==> src/pie_map.vh <==
// register offsets, bit positions and reset values for the peripheral enable block
`ifndef PIE_MAP_VH
`define PIE_MAP_VH
`define PIE_ADDR_ENABLE 8'h8c
`define PIE_ADDR_STATUS 8'h90
`define PIE_ADDR_MASK 8'h91
`define PIE_ADDR_CTRL 8'h92
`define PIE_BIT_TIMER1 0
`define PIE_BIT_TIMER2 1
`define PIE_BIT_CAPCOMP 2
`define PIE_BIT_SERIAL 3
`define PIE_BIT_TX 4
`define PIE_BIT_RX 5
`define PIE_BIT_RSVD 6
`define PIE_BIT_PARSLAVE 7
`define PIE_RESET_VALUE 8'h00
`define PIE_CTRL_GATE 0
`define PIE_VAR_BASIC 2'h0
`define PIE_VAR_USART 2'h1
`define PIE_VAR_PARSLAVE 2'h2
`define PIE_VAR_FULL 2'h3
`endif

==> src/pie_enable.v <==
// peripheral interrupt enable register with gated combined request
`timescale 1ns/100ps
// What this block does
// - bit 0 gates timer1 overflow flag
// - bit 1 gates timer2 period match flag
// - bit 2 gates capture/compare flag
// - bit 3 gates serial port flag
// - usart variants: bit 5 gates receive flag
// - usart variants: bit 4 gates transmit flag
// - no usart: bits 5-4 read zero
// - reset clears every enable bit
// - parallel slave variants: bit 7 gates parallel slave flag
// - request needs peripheral gate bit too
// - flags set regardless of enables
`include "pie_map.vh"
module pie_enable #(
   parameter [1:0] VARIANT = `PIE_VAR_FULL
) (
   // clock and reset
   input wire sys_clk,
   input wire rst_n,
   // register port
   input wire [7:0] reg_addr,
   input wire [7:0] reg_wdata,
   input wire reg_wr,
   input wire reg_rd,
   output reg [7:0] reg_rdata,
   // peripheral flags, from logic on this clock
   input wire [7:0] periph_flags,
   // requests
   output reg periph_req,
   output reg irq
);
   localparam HAS_USART = (VARIANT == `PIE_VAR_USART) || (VARIANT == `PIE_VAR_FULL);
   localparam HAS_PARSLAVE = (VARIANT == `PIE_VAR_PARSLAVE) || (VARIANT == `PIE_VAR_FULL);

   reg rst_s1_reg;
   reg rst_s2_reg;
   wire rst_sync_n;
   reg [7:0] enable_reg;
   reg [7:0] enable_next;
   reg [7:0] status_reg;
   reg [7:0] status_next;
   reg [7:0] mask_reg;
   reg gate_reg;
   reg [7:0] flags_q_reg;
   reg [7:0] rdata_next;
   wire [7:0] impl_mask;
   wire [7:0] gated;
   wire [7:0] rise;

   always @(posedge sys_clk or negedge rst_n) begin
      if (!rst_n) begin
         rst_s1_reg <= 1'b0;
         rst_s2_reg <= 1'b0;
      end else begin
         rst_s1_reg <= 1'b1;
         rst_s2_reg <= rst_s1_reg;
      end
   end
   assign rst_sync_n = rst_s2_reg;

   // which bit positions exist in this build
   genvar i;
   generate
      for (i = 0; i < 8; i = i + 1) begin : g_impl
         if (i == `PIE_BIT_TX || i == `PIE_BIT_RX) begin : g_usart
            assign impl_mask[i] = HAS_USART ? 1'b1 : 1'b0;
         end else if (i == `PIE_BIT_PARSLAVE) begin : g_parslave
            assign impl_mask[i] = HAS_PARSLAVE ? 1'b1 : 1'b0;
         end else if (i == `PIE_BIT_RSVD) begin : g_rsvd
            assign impl_mask[i] = 1'b0;
         end else begin : g_base
            assign impl_mask[i] = 1'b1;
         end
         // flags pass through untouched; enables gate only the request
         assign gated[i] = periph_flags[i] & enable_reg[i];
      end
   endgenerate

   assign rise = periph_flags & ~flags_q_reg & impl_mask;

   always @* begin
      enable_next = enable_reg;
      if (reg_wr && reg_addr == `PIE_ADDR_ENABLE) begin
         // unimplemented and reserved positions never store
         enable_next = reg_wdata & impl_mask;
      end
   end

   // sticky status: a new edge wins over a write-one clear
   always @* begin
      status_next = status_reg;
      if (reg_wr && reg_addr == `PIE_ADDR_STATUS) begin
         status_next = status_reg & ~reg_wdata;
      end
      status_next = status_next | rise;
   end

   always @* begin
      rdata_next = 8'h00;
      if (reg_addr == `PIE_ADDR_ENABLE) begin
         rdata_next = enable_reg & impl_mask;
      end else if (reg_addr == `PIE_ADDR_STATUS) begin
         rdata_next = status_reg;
      end else if (reg_addr == `PIE_ADDR_MASK) begin
         rdata_next = mask_reg;
      end else if (reg_addr == `PIE_ADDR_CTRL) begin
         rdata_next = {7'h00, gate_reg};
      end
   end

   always @(posedge sys_clk or negedge rst_sync_n) begin
      if (!rst_sync_n) begin
         enable_reg <= `PIE_RESET_VALUE;
         status_reg <= 8'h00;
         mask_reg <= 8'h00;
         gate_reg <= 1'b0;
         flags_q_reg <= 8'h00;
         reg_rdata <= 8'h00;
         periph_req <= 1'b0;
         irq <= 1'b0;
      end else begin
         enable_reg <= enable_next;
         status_reg <= status_next;
         flags_q_reg <= periph_flags;
         if (reg_wr && reg_addr == `PIE_ADDR_MASK) begin
            mask_reg <= reg_wdata & impl_mask;
         end
         if (reg_wr && reg_addr == `PIE_ADDR_CTRL) begin
            gate_reg <= reg_wdata[`PIE_CTRL_GATE];
         end
         reg_rdata <= reg_rd ? rdata_next : 8'h00;
         periph_req <= gate_reg & (|(gated & impl_mask));
         irq <= |(status_next & mask_reg);
      end
   end
endmodule

==> config.mk <==
export PLATFORM = sky130hd
export DESIGN_NAME = pie_enable
export DESIGN_NICKNAME = d
export VERILOG_FILES = /design/src/pie_enable.v
export VERILOG_INCLUDE_DIRS = /design/src
export SDC_FILE = /design/constraint.sdc
export NUM_CORES = 1
export LEC_CHECK = 0
export BUFFER_PORTS_ARGS = -buffer_cell sky130_fd_sc_hd__clkbuf_2
export CAP_MARGIN = 5
export CORE_MARGIN = 2
export CORE_UTILIZATION = 40
export DETAILED_ROUTE_END_ITERATION = 12
export PLACE_DENSITY_LB_ADDON = 0.12
export REMOVE_ABC_BUFFERS = 1
export SETUP_SLACK_MARGIN = 0.15
export SLEW_MARGIN = 40
export SYNTH_ARGS = -nofsm -noshare
export SYNTH_HDL_FRONTEND = slang
export SYNTH_SLANG_ARGS = --single-unit
==> constraint.sdc <==
create_clock -name sys_clk -period 1.3 [get_ports sys_clk]
set_input_delay 0.195 -clock sys_clk [delete_from_list [all_inputs] [get_ports sys_clk]]
set_output_delay 0.195 -clock sys_clk [all_outputs]
set_load 0.01 [all_outputs]
==> reports/qor.yml <==
outcome: "finished, violations left"
violations: "negative setup slack"
via_per_inst: 5.160
setup_viol: 31
diodes: 0
cpMaxStageDelayCell: "or4_4"
crit_fanout: 5
nets: 245
cp.arrival_ns: 1.83
holdPathEnd: "flags_q_reg[0]"
hold_class: "in2reg"
setup_ws_ns: -0.3710
setup.worst_path.start: "reg_addr[6]"
grt_pass1_vias: 1407
netlist_instances: 156
peakVddDrop_uv: 606.0
antenna_found_initial: 0
cp_top_family: "simple AND/OR/NAND/NOR gates"
clock_latency_ns: 0.29
crit_path_end_kind: "flip-flop"
drive_gt1_share_pct: 44.24
grt_first_pass_wirelength_um: 7307
fmax_mhz: 598.4
rsz0062_at_grt: "true"
clock_sinks: 42
ys_warn_count: 0
coreArea_um2: 4384
ys_async_sr_fraction_pct: 100.0
reg2reg_from: "status_reg[1]"
synth_area_per_cell_um2: 11.77
vias: 1388
cpPeakStageDelay_ns: 0.55
period_minus_slack_ns: 1.671
grt_start_max_net_pins: 41
cp_num_buf_inv: 2
io_pins: 38
synth-edff-count: 0
rows: 24
hpwl_um: 3002
worstPathRequired_ns: 1.46
r2r_setup_slack_ns: 0.14
yosysSeqAreaShare_pct: 57.22
worstRegToRegCells: 4
whs_path_depth: 1
path_cells: "clkbuf_2 > or3b_4 > or4_4 > nor3b_4 > buf_6 > o2bb2ai_2 > nand4_1"
initial_core_util_pct: 41.89
drv_slew: 0
post_synth_num_cell_types: 30
dieHeight_um: 71.77
clockRootBuffer: "clkbuf_8"
finish.utilization_pct: 55.88
drc: 0
finish.instance_area_um2: 2450
setup_tns_ns: -8.769
start_kind: "input pin"
cts_made_buffers: 5
synth-seq-cells: 42
htree_levels: 2
io_buffer_count: 36
p_leak_uw: 0.001117
dieArea_um2: 5150
fillers: 381
cts_tree: "yes"
reg2reg_to: "irq"
drt_wl_total_um: 4349
grt_usage_pct: 18.81
drtAntennaViolNets: 0
drv_cap: 0
path_class: "in2reg"
clk_pin_slew_ns: 0.07
clk_path_buf_depth: 2
finClkSkew_ns: 0.005257
syn2layout_area_growth_pct: 33.38
place_area_um2: 2196
report.final.hold_viol_count: 0
place.gp.congestion: 0.8230
synth_top_flop_cell: "dfrtp_1"
gr-total-overflow: 0
synth_area_um2: 1837
wl_per_cell_um: 16.17
power.density_nw_per_um2: 993.3
drt_pass1_iterations: 4
die_w_um: 71.77
hold_start: "periph_flags[0]"
drt_iter0_drc: 104
period_share_pct: 128.5
## area by class of cell
type / instances / area, µm² / share of cell area (%)
sequential: 42 / 1051 / 42.90
multi-input combinational: 111 / 865.8 / 35.34
timing repair buffer: 56 / 387.9 / 15.83
clock buffer: 7 / 76.32 / 3.115
tap: 52 / 65.06 / 2.656
inverter: 1 / 3.754 / 0.1532
## Yosys cell counts, types with 2 or more instances
master | number | area share [%]
nand2b_1 | 2 | 0.68
a21o_1 | 7 | 2.9
nand2_1 | 10 | 2.0
o21ai_0 | 14 | 3.8
nor2b_1 | 21 | 7.2
mux2i_1 | 7 | 3.8
a22oi_1 | 3 | 1.2
mux2_2 | 15 | 9.2
dfrtp_1 | 42 | 57
nor2_1 | 7 | 1.4
nor3_1 | 2 | 0.54
nand4_1 | 2 | 0.68
a21oi_1 | 6 | 1.6
nand3_1 | 2 | 0.54
## power breakdown
part           internal [µW]  leakage [µW]  switching (µW)  total, µW
clock network            370     0.0000383             408        778
registers               1350      0.000525            27.0       1380
logic                    133      0.000554             142        275
## placed cells by master, fill, tap and decap left out, types with 2 or more instances in the layout
cell / count
a21o_1: 7
a21oi_1: 6
a22oi_1: 2
buf_12: 2
buf_4: 10
buf_6: 6
clkbuf_1: 2
clkbuf_2: 36
clkbuf_8: 5
dfrtp_1: 42
mux2_2: 8
mux2_4: 7
mux2i_1: 7
nand2_1: 3
nand2_2: 7
nand2b_1: 2
nand3_1: 2
nand4_1: 2
nor2_1: 2
nor2_2: 5
nor2b_1: 21
nor3_4: 2
o21ai_0: 14
## repair_timing
action                     in CTS  in global routing
hold endpoints to repair        2                  0
setup buffers                   2                  3
setup endpoints to repair      32                 33
resized for setup              23                 14
pin swaps                       9                 13
hold buffers                    1                  0
## worst register-to-register path, stage by stage, from the launching register on
cell,delay [ns]
dfrtp_1,0.41
nor2b_1,0.14
o21ai_0,0.16
and4_1,0.22
nand4_1,0.10
## routing by layer
layer / vias to the layer above / part of all wire [%] / global-route usage [%]
met4: 0 / 0.78 / 4.403
li1: 673 / - / -
met5: - / 0 / 0
met2: 31 / 49 / 29.73
met3: 5 / 4.1 / 3.938
met1: 679 / 46 / 26.73
## per-stage QoR
step,std cells,power [µW],hold slack (ns),setup slack [ns]
3_3_place_gp,256,1644,-0.01872,-0.7394
4_1_cts,266,2461,0.02605,-0.3495
2_1_floorplan,154,1515,-0.1006,-0.7424
5_1_grt,269,2577,0.02722,-0.4116
6_report,269,2433,0.03616,-0.3710
3_5_place_dp,256,1652,-0.01161,-0.7587
## kinds of logic after synthesis
| logic type | after synthesis | share of synthesized area, % |
|---|---|---|
| and+or+nand+nor | 53 | 16.83 |
| DFF | 42 | 57.22 |
| AOI/OAI and AO/OA | 35 | 11.65 |
| muxes | 22 | 13.01 |
| buffers and inverters | 3 | 1.089 |
| other | 1 | 0.2042 |
## worst max path at each step
stage,endpoint,slack [ns],depth (start not counted)
global route,irq,-0.41,7
finish,irq,-0.37,7
detailed placement,mask_reg[7],-0.76,6
CTS,status_reg[1],-0.35,7
global placement,irq,-0.74,7
floorplan,mask_reg[0],-0.74,4
Power figures use the tool's default switching activity.
